File: src/hcsc_consts.vh
// Constants for the Hall commutation and speed calculation block
`ifndef HCSC_CONSTS_VH
`define HCSC_CONSTS_VH

// ==========================================================
// Register byte offsets
`define HCSC_OFS_CTRL      8'h00
`define HCSC_OFS_SCALE     8'h04
`define HCSC_OFS_KP        8'h08
`define HCSC_OFS_KI        8'h0C
`define HCSC_OFS_SPEED     8'h10
`define HCSC_OFS_REV       8'h14
`define HCSC_OFS_SECTOR    8'h18
`define HCSC_OFS_PHASE     8'h1C
`define HCSC_TABLE_BIT     7

// ==========================================================
// Control fields and reset values
`define HCSC_CTRL_EN       0
`define HCSC_CTRL_DIR      1
`define HCSC_CTRL_SECTOR   2
`define HCSC_CTRL_RST      3'h0
`define HCSC_SCALE_RST     32'h00000000
`define HCSC_GAIN_RST      32'h00000000

// ==========================================================
// Fixed-point limits (1.23)
`define HCSC_FRAC_MAX      24'h7FFFFF
`define HCSC_FRAC_MIN      24'h800000

// ==========================================================
// Command word fields
`define HCSC_CMD_CH_LSB    0
`define HCSC_CMD_BASE_LSB  8
`define HCSC_CMD_COMP_LSB  16
`define HCSC_CMD_OPT_LSB   24
`define HCSC_OPT_NEG_BIT   24

// ==========================================================
// Channel states
`define HCSC_ST_ON_HIGH    2'h0
`define HCSC_ST_ON_LOW     2'h1
`define HCSC_ST_OFF_LOW    2'h2
`define HCSC_ST_OFF_HIGH   2'h3

// ==========================================================
// Timing
`define HCSC_CLK_HZ        125000000
`define HCSC_TB_HZ         1000000
`define HCSC_TB_DIV        (`HCSC_CLK_HZ / `HCSC_TB_HZ)
`define HCSC_SECTORS       6

`endif

File: src/hcsc_core.v
// Hall commutation, speed calculation and gain scaling logic
//
// Chosen here: the register offsets and the plain strobed port.
`include "hcsc_consts.vh"

module hcsc_core #(
   parameter TB_DIV  = `HCSC_TB_DIV,
   parameter PER_W   = 24
) (
   input  wire        i_sys_clk,
   input  wire        i_rst,
   input  wire [2:0]  i_hall,
   input  wire [7:0]  i_addr,
   input  wire [31:0] i_wdata,
   input  wire        i_wr,
   input  wire        i_rd,
   output reg  [31:0] o_rdata,
   output reg  [5:0]  o_base_state,
   output reg  [5:0]  o_comp_state,
   output reg  [2:0]  o_option_invert_duty_sign,
   output reg  [23:0] o_speed,
   output reg         o_speed_valid,
   output reg  [23:0] o_kp,
   output reg         o_kp_wide,
   output reg  [23:0] o_ki,
   output reg         o_ki_wide
);

   localparam S_IDLE = 2'h0;
   localparam S_OFF  = 2'h1;
   localparam S_ON   = 2'h2;
   localparam REV_W  = PER_W + 3;
   localparam [PER_W-1:0] PER_MAX = {PER_W{1'b1}};

   // ==========================================================
   // Gain conversion
   // Fits 1.23 when the nine integer bits are pure sign extension
   function [24:0] gain_conv;
      input [31:0] g;
      begin
         if (g[31:23] == {9{g[31]}} )
            gain_conv = {1'b0, g[23:0]};
         else
            gain_conv = {1'b1, g[31:8]};
      end
   endfunction

   // Off-state test of a 2-bit channel state
   function is_off;
      input [1:0] st;
      begin
         is_off = st[1];
      end
   endfunction

   // ==========================================================
   // Registers
   reg [2:0]        ctrl_ff;
   reg [31:0]       scale_ff;
   reg [31:0]       kp_raw_ff;
   reg [31:0]       ki_raw_ff;
   reg [31:0]       cmd_mem [0:31];
   reg [2:0]        pend_neg_ff;
   reg [2:0]        hall_prev_ff;
   reg [6:0]        tb_div_ff;
   reg              tb_tick_ff;
   reg [PER_W-1:0]  sect_cnt_ff;
   reg [PER_W-1:0]  sect_ring_ff [0:5];
   reg [2:0]        ring_ptr_ff;
   reg [PER_W-1:0]  sector_ff;
   reg [REV_W-1:0]  rev_ff;
   reg [1:0]        seq_ff;
   reg [3:0]        seq_idx_ff;
   reg              div_busy_ff;
   reg              div_req_ff;
   reg [5:0]        div_cnt_ff;
   reg [31:0]       div_num_ff;
   reg [31:0]       div_quo_ff;
   reg [REV_W:0]    div_rem_ff;
   reg [REV_W-1:0]  div_den_ff;
   integer          k;
   integer          j;                 // Reset loop index, apart from the sum loop

   wire [2:0]       hall_chg = i_hall ^ hall_prev_ff;
   wire             hall_evt = (hall_chg != 3'h0) & ctrl_ff[`HCSC_CTRL_EN];
   reg  [1:0]       evt_ph;
   reg  [REV_W-1:0] nxt_rev;

   // Lowest changed Hall phase picks the table entry
   always @* begin
      if (hall_chg[0])
         evt_ph = 2'h0;
      else if (hall_chg[1])
         evt_ph = 2'h1;
      else
         evt_ph = 2'h2;
   end

   // ==========================================================
   // Register writes
   always @(posedge i_sys_clk or posedge i_rst) begin
      if (i_rst) begin
         ctrl_ff   <= `HCSC_CTRL_RST;
         scale_ff  <= `HCSC_SCALE_RST;
         kp_raw_ff <= `HCSC_GAIN_RST;
         ki_raw_ff <= `HCSC_GAIN_RST;
      end else if (i_wr && !i_addr[`HCSC_TABLE_BIT]) begin
         case (i_addr)
            `HCSC_OFS_CTRL:  ctrl_ff   <= i_wdata[2:0];
            `HCSC_OFS_SCALE: scale_ff  <= i_wdata;
            `HCSC_OFS_KP:    kp_raw_ff <= i_wdata;
            `HCSC_OFS_KI:    ki_raw_ff <= i_wdata;
            default: ;
         endcase
      end
   end

   // Command table; memory without reset, software fills it first
   always @(posedge i_sys_clk) begin
      if (i_wr && i_addr[`HCSC_TABLE_BIT])
         cmd_mem[i_addr[6:2]] <= i_wdata;
   end

   // ==========================================================
   // Read data, valid only in the cycle after the strobe
   always @(posedge i_sys_clk or posedge i_rst) begin
      if (i_rst) begin
         o_rdata <= 32'h00000000;
      end else if (i_rd) begin
         if (i_addr[`HCSC_TABLE_BIT]) begin
            o_rdata <= cmd_mem[i_addr[6:2]];
         end else begin
            case (i_addr)
               `HCSC_OFS_CTRL:   o_rdata <= {29'h0, ctrl_ff};
               `HCSC_OFS_SCALE:  o_rdata <= scale_ff;
               `HCSC_OFS_KP:     o_rdata <= kp_raw_ff;
               `HCSC_OFS_KI:     o_rdata <= ki_raw_ff;
               `HCSC_OFS_SPEED:  o_rdata <= {8'h00, o_speed};
               `HCSC_OFS_REV:    o_rdata <= {{(32-REV_W){1'b0}}, rev_ff};
               `HCSC_OFS_SECTOR: o_rdata <= {{(32-PER_W){1'b0}}, sector_ff};
               `HCSC_OFS_PHASE:  o_rdata <= {5'h00, pend_neg_ff, 5'h00, o_option_invert_duty_sign,
                                             2'h0, o_comp_state, 2'h0, o_base_state};
               default:          o_rdata <= 32'h00000000;
            endcase
         end
      end else begin
         o_rdata <= 32'h00000000;
      end
   end

   // ==========================================================
   // Gain outputs, refreshed every cycle from the raw registers
   always @(posedge i_sys_clk or posedge i_rst) begin
      if (i_rst) begin
         o_kp      <= 24'h000000;
         o_kp_wide <= 1'b0;
         o_ki      <= 24'h000000;
         o_ki_wide <= 1'b0;
      end else begin
         {o_kp_wide, o_kp} <= gain_conv(kp_raw_ff);
         {o_ki_wide, o_ki} <= gain_conv(ki_raw_ff);
      end
   end

   // ==========================================================
   // Timebase divider and sector period measurement
   // Sector counter saturates so a stalled motor reads as slowest speed
   always @* begin
      nxt_rev = {{(REV_W-PER_W){1'b0}}, sect_cnt_ff};
      for (k = 0; k < `HCSC_SECTORS; k = k + 1) begin
         if (k[2:0] != ring_ptr_ff)
            nxt_rev = nxt_rev + {{(REV_W-PER_W){1'b0}}, sect_ring_ff[k]};
      end
   end

   always @(posedge i_sys_clk or posedge i_rst) begin
      if (i_rst) begin
         tb_div_ff    <= 7'h00;
         tb_tick_ff   <= 1'b0;
         sect_cnt_ff  <= {PER_W{1'b0}};
         ring_ptr_ff  <= 3'h0;
         sector_ff    <= {PER_W{1'b0}};
         rev_ff       <= {REV_W{1'b0}};
         hall_prev_ff <= 3'h0;
         for (j = 0; j < `HCSC_SECTORS; j = j + 1)
            sect_ring_ff[j] <= {PER_W{1'b0}};
      end else begin
         hall_prev_ff <= i_hall;
         tb_tick_ff   <= (tb_div_ff == TB_DIV - 1);
         tb_div_ff    <= (tb_div_ff == TB_DIV - 1) ? 7'h00 : tb_div_ff + 7'h01;
         if (hall_evt) begin
            sector_ff                 <= sect_cnt_ff;
            sect_ring_ff[ring_ptr_ff] <= sect_cnt_ff;
            rev_ff                    <= nxt_rev;
            ring_ptr_ff <= (ring_ptr_ff == 3'h5) ? 3'h0 : ring_ptr_ff + 3'h1;
            sect_cnt_ff <= {PER_W{1'b0}};
         end else if (tb_tick_ff && sect_cnt_ff != PER_MAX) begin
            sect_cnt_ff <= sect_cnt_ff + {{(PER_W-1){1'b0}}, 1'b1};
         end
      end
   end

   // ==========================================================
   // Speed divider: one quotient bit per cycle, 32 cycles
   // A transition during a division is remembered and rerun after it
   wire [REV_W:0] div_try = {div_rem_ff[REV_W-1:0], div_num_ff[31]};
   wire           div_ge  = (div_try >= {1'b0, div_den_ff});
   wire [REV_W-1:0] sect6 = {1'b0, sector_ff, 2'b00} + {2'b00, sector_ff, 1'b0};

   always @(posedge i_sys_clk or posedge i_rst) begin
      if (i_rst) begin
         div_busy_ff   <= 1'b0;
         div_req_ff    <= 1'b0;
         div_cnt_ff    <= 6'h00;
         div_num_ff    <= 32'h00000000;
         div_quo_ff    <= 32'h00000000;
         div_rem_ff    <= {(REV_W+1){1'b0}};
         div_den_ff    <= {REV_W{1'b0}};
         o_speed       <= 24'h000000;
         o_speed_valid <= 1'b0;
      end else begin
         o_speed_valid <= 1'b0;
         if (hall_evt)
            div_req_ff <= 1'b1;
         if (!div_busy_ff && div_req_ff && !hall_evt) begin
            div_req_ff  <= 1'b0;
            div_busy_ff <= 1'b1;
            div_cnt_ff  <= 6'h00;
            div_num_ff  <= scale_ff;
            div_quo_ff  <= 32'h00000000;
            div_rem_ff  <= {(REV_W+1){1'b0}};
            // Sector mode scales by six to keep the same full scale
            div_den_ff  <= ctrl_ff[`HCSC_CTRL_SECTOR] ? sect6 : rev_ff;
         end else if (div_busy_ff) begin
            div_num_ff <= {div_num_ff[30:0], 1'b0};
            div_rem_ff <= div_ge ? div_try - {1'b0, div_den_ff} : div_try;
            div_quo_ff <= {div_quo_ff[30:0], div_ge};
            div_cnt_ff <= div_cnt_ff + 6'h01;
            if (div_cnt_ff == 6'h1F) begin
               div_busy_ff   <= 1'b0;
               o_speed_valid <= 1'b1;
               // Zero period or overflow clamps to full scale
               if (div_den_ff == {REV_W{1'b0}} ||
                   {div_quo_ff[30:0], div_ge} > {8'h00, `HCSC_FRAC_MAX})
                  o_speed <= `HCSC_FRAC_MAX;
               else
                  o_speed <= {div_quo_ff[22:0], div_ge};
            end
         end
      end
   end

   // ==========================================================
   // Commutation sequencer: off command, then on command
   wire [31:0] cmd_word = cmd_mem[{seq_idx_ff, seq_ff == S_ON}];
   wire [1:0]  cmd_ph   = cmd_word[`HCSC_CMD_CH_LSB +: 2];
   wire [1:0]  cmd_base = cmd_word[`HCSC_CMD_BASE_LSB +: 2];
   wire [1:0]  cmd_comp = cmd_word[`HCSC_CMD_COMP_LSB +: 2];
   wire        cmd_neg  = cmd_word[`HCSC_OPT_NEG_BIT];

   always @(posedge i_sys_clk or posedge i_rst) begin
      if (i_rst) begin
         seq_ff       <= S_IDLE;
         seq_idx_ff   <= 4'h0;
         o_base_state <= {3{`HCSC_ST_OFF_LOW}};
         o_comp_state <= {3{`HCSC_ST_OFF_LOW}};
         o_option_invert_duty_sign   <= 3'h0;
         pend_neg_ff  <= 3'h0;
      end else begin
         case (seq_ff)
            S_IDLE: begin
               if (hall_evt) begin
                  seq_idx_ff <= {ctrl_ff[`HCSC_CTRL_DIR], evt_ph, i_hall[evt_ph]};
                  seq_ff     <= S_OFF;
               end
            end
            S_OFF, S_ON: begin
               if (cmd_ph != 2'h3) begin
                  o_base_state[cmd_ph*2 +: 2] <= cmd_base;
                  o_comp_state[cmd_ph*2 +: 2] <= cmd_comp;
                  if (is_off(cmd_base)) begin
                     pend_neg_ff[cmd_ph] <= cmd_neg;
                  end else begin
                     o_option_invert_duty_sign[cmd_ph]  <= cmd_neg;
                     pend_neg_ff[cmd_ph] <= cmd_neg;
                  end
               end
               seq_ff <= (seq_ff == S_OFF) ? S_ON : S_IDLE;
            end
            default: seq_ff <= S_IDLE;
         endcase
      end
   end

endmodule

File: config.mk
export PLATFORM = sky130hd
export DESIGN_NAME = hcsc_core
export DESIGN_NICKNAME = d
export VERILOG_FILES = /design/src/hcsc_core.v
export VERILOG_INCLUDE_DIRS = /design/src
export SDC_FILE = /design/constraint.sdc
export NUM_CORES = 2
export LEC_CHECK = 0
export BUFFER_PORTS_ARGS = -buffer_cell sky130_fd_sc_hd__buf_2
export CAP_MARGIN = 0
export CELL_PAD_IN_SITES_DETAIL_PLACEMENT = 0
export CELL_PAD_IN_SITES_GLOBAL_PLACEMENT = 1
export CORE_AREA = 5 5 508 510
export CTS_BUF_LIST = sky130_fd_sc_hd__clkbuf_8
export DETAILED_ROUTE_END_ITERATION = 10
export DIE_AREA = 0 0 513 515
export GPL_ROUTABILITY_DRIVEN = 0
export HOLD_SLACK_MARGIN = 0.02
export PLACE_DENSITY = 0.51
export SYNTH_ARGS = -nofsm -noshare
export SYNTH_HDL_FRONTEND = slang
export SYNTH_SLANG_ARGS = --single-unit
export TNS_END_PERCENT = 30
File: constraint.sdc
create_clock -name i_sys_clk -period 20.7 [get_ports i_sys_clk]
set_clock_uncertainty 0.2 [all_clocks]
set_input_delay 3.105 -clock i_sys_clk [delete_from_list [all_inputs] [get_ports i_sys_clk]]
set_output_delay 3.105 -clock i_sys_clk [all_outputs]
set_load 0.02 [all_outputs]
== After elaboration in Yosys (flattened, before gate mapping) ==
Memory sizes are Yosys's and may differ from the RTL's.
Index checks and enable logic that the tools add are counted.

* Flip-flop bits (word level): 588
* RAM bits: 1024
* Bits of input ports: 47
* Output and inout port bits: 122
* Word-level logic and storage cells: 168
* Memories: 1

* $add $sub $neg: 13
* Magnitude comparators: 7
* Eq/ne operators: 22
* Shifts and indexed selects: 3
* Muxes and demuxes: 52
* Bitwise logic cells: 5
* Reduce and logical (&&, ||, !) cells: 28

{| class="wikitable"
|+ Memories
! memory !! depth !! width !! rd ports !! clocked after memory_dff !! wr ports !! RTL line !! source
|-
| cmd_mem || 32 || 32 || 2 || 0 || 1 || hcsc_core.v:62 || <nowiki>reg [31:0] cmd_mem [0:31];</nowiki>
|}

{| class="wikitable"
|+ Operators with widths
! kind !! number
|-
| 32-bit one-hot mux with 8 select lines || 1
|-
| 27-bit two-way mux || 9
|-
| 144-bit bitwise mux || 1
|-
| 27-bit by 24-bit adder with 27-bit output || 5
|-
| 32-bit two-way mux || 4
|-
| 24-bit two-way mux || 4
|-
| 25-bit two-way mux || 3
|-
| 24-bit demux with 3-bit select || 1
|-
| 2-bit by 34-bit indexed part select with 6-bit output || 2
|-
| 31-bit two-way mux || 2
|-
| 3-bit negation with 34-bit output || 1
|-
| 2-bit by 34-bit variable shift with 6-bit output (first input constant) || 1
|-
| 8-bit by 5-bit equality test with 1-bit output (second input constant) || 4
|-
| 32-bit by 23-bit greater-than comparator with 1-bit output (second input constant) || 1
|-
| 28-bit by 27-bit greater-or-equal comparator with 1-bit output || 1
|-
| 26-bit by 25-bit adder with 27-bit output || 1
|-
| 27-bit logical NOT || 1
|-
| 27-bit subtractor || 1
|-
| 24-bit by 24-bit adder with 25-bit output || 1
|-
| 24-bit by 1-bit adder with 24-bit output (second input constant) || 1
|-
| 24-bit != test (second input constant) || 1
|-
| 8-bit by 4-bit equality test with 1-bit output (second input constant) || 2
|-
| 8-bit equality test || 2
|-
| 6-bit bitwise mux || 2
|-
| 40 further kinds || 78
|}

== Logic depth before layout (Yosys ltp) ==
* Word-level depth: 12
* Mapped depth: 55
* Gate-level depth less buffers: 55

== Worst setup path after synthesis ==
OpenSTA, ideal clock, no wires.

* Kind: register -> register
* From: reg ring_ptr_ff[0]
* To: reg rev_ff[25]
* Library setup time: 0.137 ns
* Arrival: 10.163 ns
* Data required time: 20.363 ns
* Slack: 10.200 ns
* Stages on the path, launching flop included: 52
* Path buffers: 3
* Period minus slack after synthesis: 10.500 ns
* Cell sequence: dfrtp_1 -> clkbuf_1 -> nor3_1 -> clkbuf_1 -> clkbuf_1 -> nand2_1 -> nand2_1 -> ha_1 -> inv_1 -> fa_1 -> nand2b_1 -> nand2b_1 -> a21oi_1 -> xor2_1 -> o21ai_0 -> ha_1 -> o21a_1 -> o31a_1 -> [16 not listed] -> or4_1 -> a311oi_1 -> nor3_1 -> o41ai_1 -> xnor2_1 -> mux2_2 -> ha_1 -> nand2_1 -> nand2_1 -> a21oi_1 -> nor4b_1 -> nor2_1 -> o41ai_1 -> o2111ai_1 -> a2111oi_0 -> a31oi_1 -> xnor2_1 -> o21ai_0

* Longest elaborated chain between the ends: 12
* Elaborated cells between the ends (all ways): 17
* Those cells by class: add/sub (5); eq/ne (5); mux (6); reduce/logical (1)

{| class="wikitable"
|+ Ends and longest elaborated chain
! what !! RTL line !! source
|-
| start, declared || hcsc_core.v:69 || <nowiki>reg [2:0] ring_ptr_ff;</nowiki>
|-
| start signal, assigned || hcsc_core.v:195 || <nowiki>ring_ptr_ff <= (ring_ptr_ff == 3'h5) ? 3'h0 : ring_ptr_ff + 3'h1;</nowiki>
|-
| 3-bit nonzero test || hcsc_core.v:171 || <nowiki>if (k[2:0] != ring_ptr_ff)</nowiki>
|-
| 25-bit two-way mux || hcsc_core.v:171 ||
|-
| 27-bit by 24-bit adder with 27-bit output || hcsc_core.v:172 || <nowiki>nxt_rev = nxt_rev + {{(REV_W-PER_W){1'b0}}, sect_ring_ff[k]};</nowiki>
|-
| 27-bit two-way mux || hcsc_core.v:171 ||
|-
| 27-bit by 24-bit adder with 27-bit output || hcsc_core.v:172 ||
|-
| 27-bit two-way mux || hcsc_core.v:171 ||
|-
| 27-bit by 24-bit adder with 27-bit output || hcsc_core.v:172 ||
|-
| 27-bit two-way mux || hcsc_core.v:171 ||
|-
| 27-bit by 24-bit adder with 27-bit output || hcsc_core.v:172 ||
|-
| 27-bit two-way mux || hcsc_core.v:171 ||
|-
| 27-bit by 24-bit adder with 27-bit output || hcsc_core.v:172 ||
|-
| 27-bit two-way mux * || hcsc_core.v:171 ||
|-
| end signal, assigned || hcsc_core.v:183 || <nowiki>rev_ff <= {REV_W{1'b0}};</nowiki>
|-
| end signal, assigned || hcsc_core.v:194 || <nowiki>rev_ff <= nxt_rev;</nowiki>
|-
| end, declared || hcsc_core.v:71 || <nowiki>reg [REV_W-1:0] rev_ff;</nowiki>
|}

Every way passes the cells marked *; elsewhere a longest branch is shown, timed or not.
A chain may end at the register's enable or synchronous reset.

== Worst setup path in the final report ==
* From: reg sect_cnt_ff[0]
* To: reg rev_ff[25]

* Longest elaborated chain between the ends: 12

{| class="wikitable"
|+ Ends and longest elaborated chain
! what !! RTL line !! source
|-
| start, declared || hcsc_core.v:67 || <nowiki>reg [PER_W-1:0] sect_cnt_ff;</nowiki>
|-
| start signal, assigned || hcsc_core.v:180 || <nowiki>sect_cnt_ff <= {PER_W{1'b0}};</nowiki>
|-
| start signal, assigned || hcsc_core.v:196 || <nowiki>sect_cnt_ff <= {PER_W{1'b0}};</nowiki>
|-
| start signal, assigned || hcsc_core.v:198 || <nowiki>sect_cnt_ff <= sect_cnt_ff + {{(PER_W-1){1'b0}}, 1'b1};</nowiki>
|-
| 24-bit by 24-bit adder with 25-bit output || hcsc_core.v:172 ||
|-
| 25-bit two-way mux * || hcsc_core.v:171 ||
|-
| 27-bit by 24-bit adder with 27-bit output || hcsc_core.v:172 ||
|-
| 27-bit two-way mux * || hcsc_core.v:171 ||
|-
| 27-bit by 24-bit adder with 27-bit output || hcsc_core.v:172 ||
|-
| 27-bit two-way mux * || hcsc_core.v:171 ||
|-
| 27-bit by 24-bit adder with 27-bit output || hcsc_core.v:172 ||
|-
| 27-bit two-way mux * || hcsc_core.v:171 ||
|-
| 27-bit by 24-bit adder with 27-bit output || hcsc_core.v:172 ||
|-
| 27-bit two-way mux * || hcsc_core.v:171 ||
|-
| 27-bit by 24-bit adder with 27-bit output || hcsc_core.v:172 ||
|-
| 27-bit two-way mux * || hcsc_core.v:171 ||
|}

Marks and branches as above.

==> metrics.txt <==
die height 515 um; synthesized instance count 5381; largest net degree at the start of global routing 162; Critical Path RT 21280 ps; first-pass GRT wire length 370000 um; final number of setup-violating endpoints 0; clock sink count 1612; hold buffers post-CTS 0; Post-Syn Area 75500 sq um; status completed; Sum Neg Setup Slack 0 ps; via count 48600; Final period util 61.6%; #FFs+latches synth 1612; fillers 24800; Critical Path AT 13340 ps; Netlist cell types 87; DR pass1 iterations 6; synthesized area per cell 14.0 sq um; clk root buf clkbuf_8; CTS tree done; count of port buffers added during placement 168; critical path endpoint category flop; Syn Nets 5659; clock latency on the worst-skew pair 1020 ps; RSZ-0062 raised after global routing no; H-tree depth 5; row count 185; post-synthesis sequential area ratio 60.3%; Num CTS Buffers 313; Die X 513 um; slew at the pin closest to its max-slew limit 1120 ps; ranking of synthesized cells by area edfxtp_1 41%, dfrtp_1 19%, mux4_2 10%; Post-synth ARST share 36.5%; slowest stage delay, CP 910 ps; share of the synthesized area in the top cell type 40.7%; Layout area overhead 14.9%; GR Overflow Total 0; core area 253000 sq um; DRT antenna net count 0; startpoint types flop; LEAKAGE 33.6 nW; Avg WL per Cell 27.9 um; Highest Clock Rate 0.0784 GHz; Synth Warn # 0; Initial Util 29.8%; maximum vdd drop 83.3 uV; PwrDens 143 nW/um^2; ys flop type edfxtp_1; multi-input logic area 28900 sq um; EDFF count, synth 1024; hpwl dp 172000 um; Register Area 45500 sq um; # DRC 0; share of cells above drive strength 1 24.4%; Hold Crit Class reg2reg; DIE AREA 264000 sq um; clock-pin slew on the worst setup and hold paths 70 ps; final WL 260000 um; CTS resizes 0; Max FO, Critical Path 12; max-slew violations 0; IO Pins 169; slew margin rel. 24.4%; vias in the first global route 49200; post-CTS setup buffers 0; Iter 0 DRT Violations 4305; Worst path slowest cell o41ai_1; post-layout util 34.3%; Max-Cap Viols 0; fin crit period 12760 ps; most used cell, CP ha_1; Final nets 5996; gr usage total 19.3%; antenna violations before repair 27; CTS max path bufs 4; Setup CP Type reg2reg; endpoints failing hold 0; drt via density 5.22; Synth area leader edfxtp_1
## worst max-delay path: cells and delay by family, from the launching register on
family / cells / cell delay [ps]
flops: 1 / 600
buf+inv: 2 / 130
fa+ha+maj: 7 / 2280
xor+xnor: 5 / 680
compound gates: 18 / 5490
mux: 2 / 610
simple gates: 15 / 2520
## synth_stat cells, types with 21 or more instances
master / number
buf_1: 47
a21o_1: 80
ha_1: 223
o21ai_0: 309
a211oi_1: 35
xor2_1: 77
clkbuf_1: 214
mux4_2: 343
nor2b_1: 27
and3_1: 21
edfxtp_1: 1024
a31oi_1: 30
a21oi_1: 218
nand3_1: 64
inv_1: 105
nand2b_1: 31
o211ai_1: 22
nand4_1: 23
a22oi_1: 80
o22ai_1: 43
o21a_1: 34
nor2_1: 254
dfrtp_1: 582
nand2_1: 627
xnor2_1: 110
mux2_2: 319
mux2i_1: 74
nor3_1: 37
o22a_1: 28
## cells by family (layout without fill, tap and decap cells)
kind of cell             Yosys count  in the layout  share of synthesized area [%]
XOR/XNOR                         188            188                           2.20
buffers and inverters            384            939                           1.94
flip-flops                      1612           1612                           60.3
AND/OR/NAND/NOR                 1178           1178                           6.75
adder cells (fa/ha/maj)          232            232                           3.92
AO/OA/AOI/OAI                   1051           1051                           8.95
multiplexers                     736            736                           16.0
other                              0             13                              0
## routing by layer
metal,vias to the layer above,wire (um),global-route usage (%)
li1,21300,-,-
met1,25600,118000,27.2
met2,1387,123000,31.3
met3,364,13900,3.11
met4,4,5970,4.57
met5,-,34,0
## flip-flops by register name, summed over array words and instances, names as in the netlist, 4 cells and up
register / count
cmd_mem: 1024
sect_ring_ff: 144
div_num_ff: 32
ki_raw_ff: 32
kp_raw_ff: 32
o_rdata: 32
scale_ff: 32
div_quo_ff: 31
div_den_ff: 27
div_rem_ff: 27
rev_ff: 27
o_ki: 24
o_kp: 24
o_speed: 24
sect_cnt_ff: 24
sector_ff: 24
tb_div_ff: 7
div_cnt_ff: 6
o_base_state: 6
o_comp_state: 6
seq_idx_ff: 4
## final timing paths
path	from	endpoint	slack [ps]	depth (start not counted)
worst max-delay path	sect_cnt_ff[0]$_DFFE_PP0P_	rev_ff[25]$_DFFE_PP0P_	7940	49
worst min-delay path	div_num_ff[25]$_DFFE_PP0P_	div_num_ff[25]$_DFFE_PP0P_	270	2
worst max register to register	sect_cnt_ff[0]$_DFFE_PP0P_	rev_ff[25]$_DFFE_PP0P_	7940	49
worst min register to register	div_num_ff[25]$_DFFE_PP0P_	div_num_ff[25]$_DFFE_PP0P_	270	2
max in group asynchronous	i_rst	o_rdata[29]$_DFF_PP0_	15970	4
min in group asynchronous	i_rst	div_rem_ff[11]$_DFFE_PP0P_	1980	2
## where the power goes
| group | total [mW] | switching (mW) | internal (mW) |
|---|---|---|---|
| clock | 3.01 | 1.38 | 1.63 |
| sequential | 4.06 | 0.345 | 3.72 |
| combinational | 5.36 | 3.15 | 2.20 |
## cell type report
class | count | area share (%)
sequential | 1612 | 52.5
timing repair buffer | 298 | 2.18
tap | 3366 | 4.86
clock buffer | 355 | 5.64
antenna | 13 | 0.0375
clock inverter | 178 | 1.01
inverter | 108 | 0.476
multi-input combinational | 3385 | 33.3
## placed cells by master (no fill, tap or decap), types with 110 or more instances in the layout
cell / Yosys / final
clkbuf_8: 0 / 355
ha_1: 223 / 222
dfrtp_1: 582 / 580
nor2_1: 254 / 217
nand2_1: 627 / 623
o21ai_0: 309 / 306
inv_1: 105 / 197
mux4_2: 343 / 343
buf_4: 0 / 127
xnor2_1: 110 / 110
mux2_2: 319 / 319
edfxtp_1: 1024 / 1024
a21oi_1: 218 / 218
buf_2: 14 / 165
## metrics by stage
| stage | cells | hold slack, ps | cell area [sq um] | setup slack [ps] | power (mW) |
|---|---|---|---|---|---|
| after floorplan | 5381 | 246 | 75500 | 950 | 7.95 |
| after detailed placement | 8768 | 254 | 80900 | 8010 | 9.52 |
| final | 9315 | 274 | 86700 | 7940 | 12.4 |
| after global placement | 8768 | 254 | 80900 | 8130 | 9.53 |
| after CTS | 9301 | 265 | 86600 | 7860 | 12.6 |
| after global routing | 9311 | 288 | 86700 | 6820 | 13.3 |
Power figures use the tool's default switching activity.
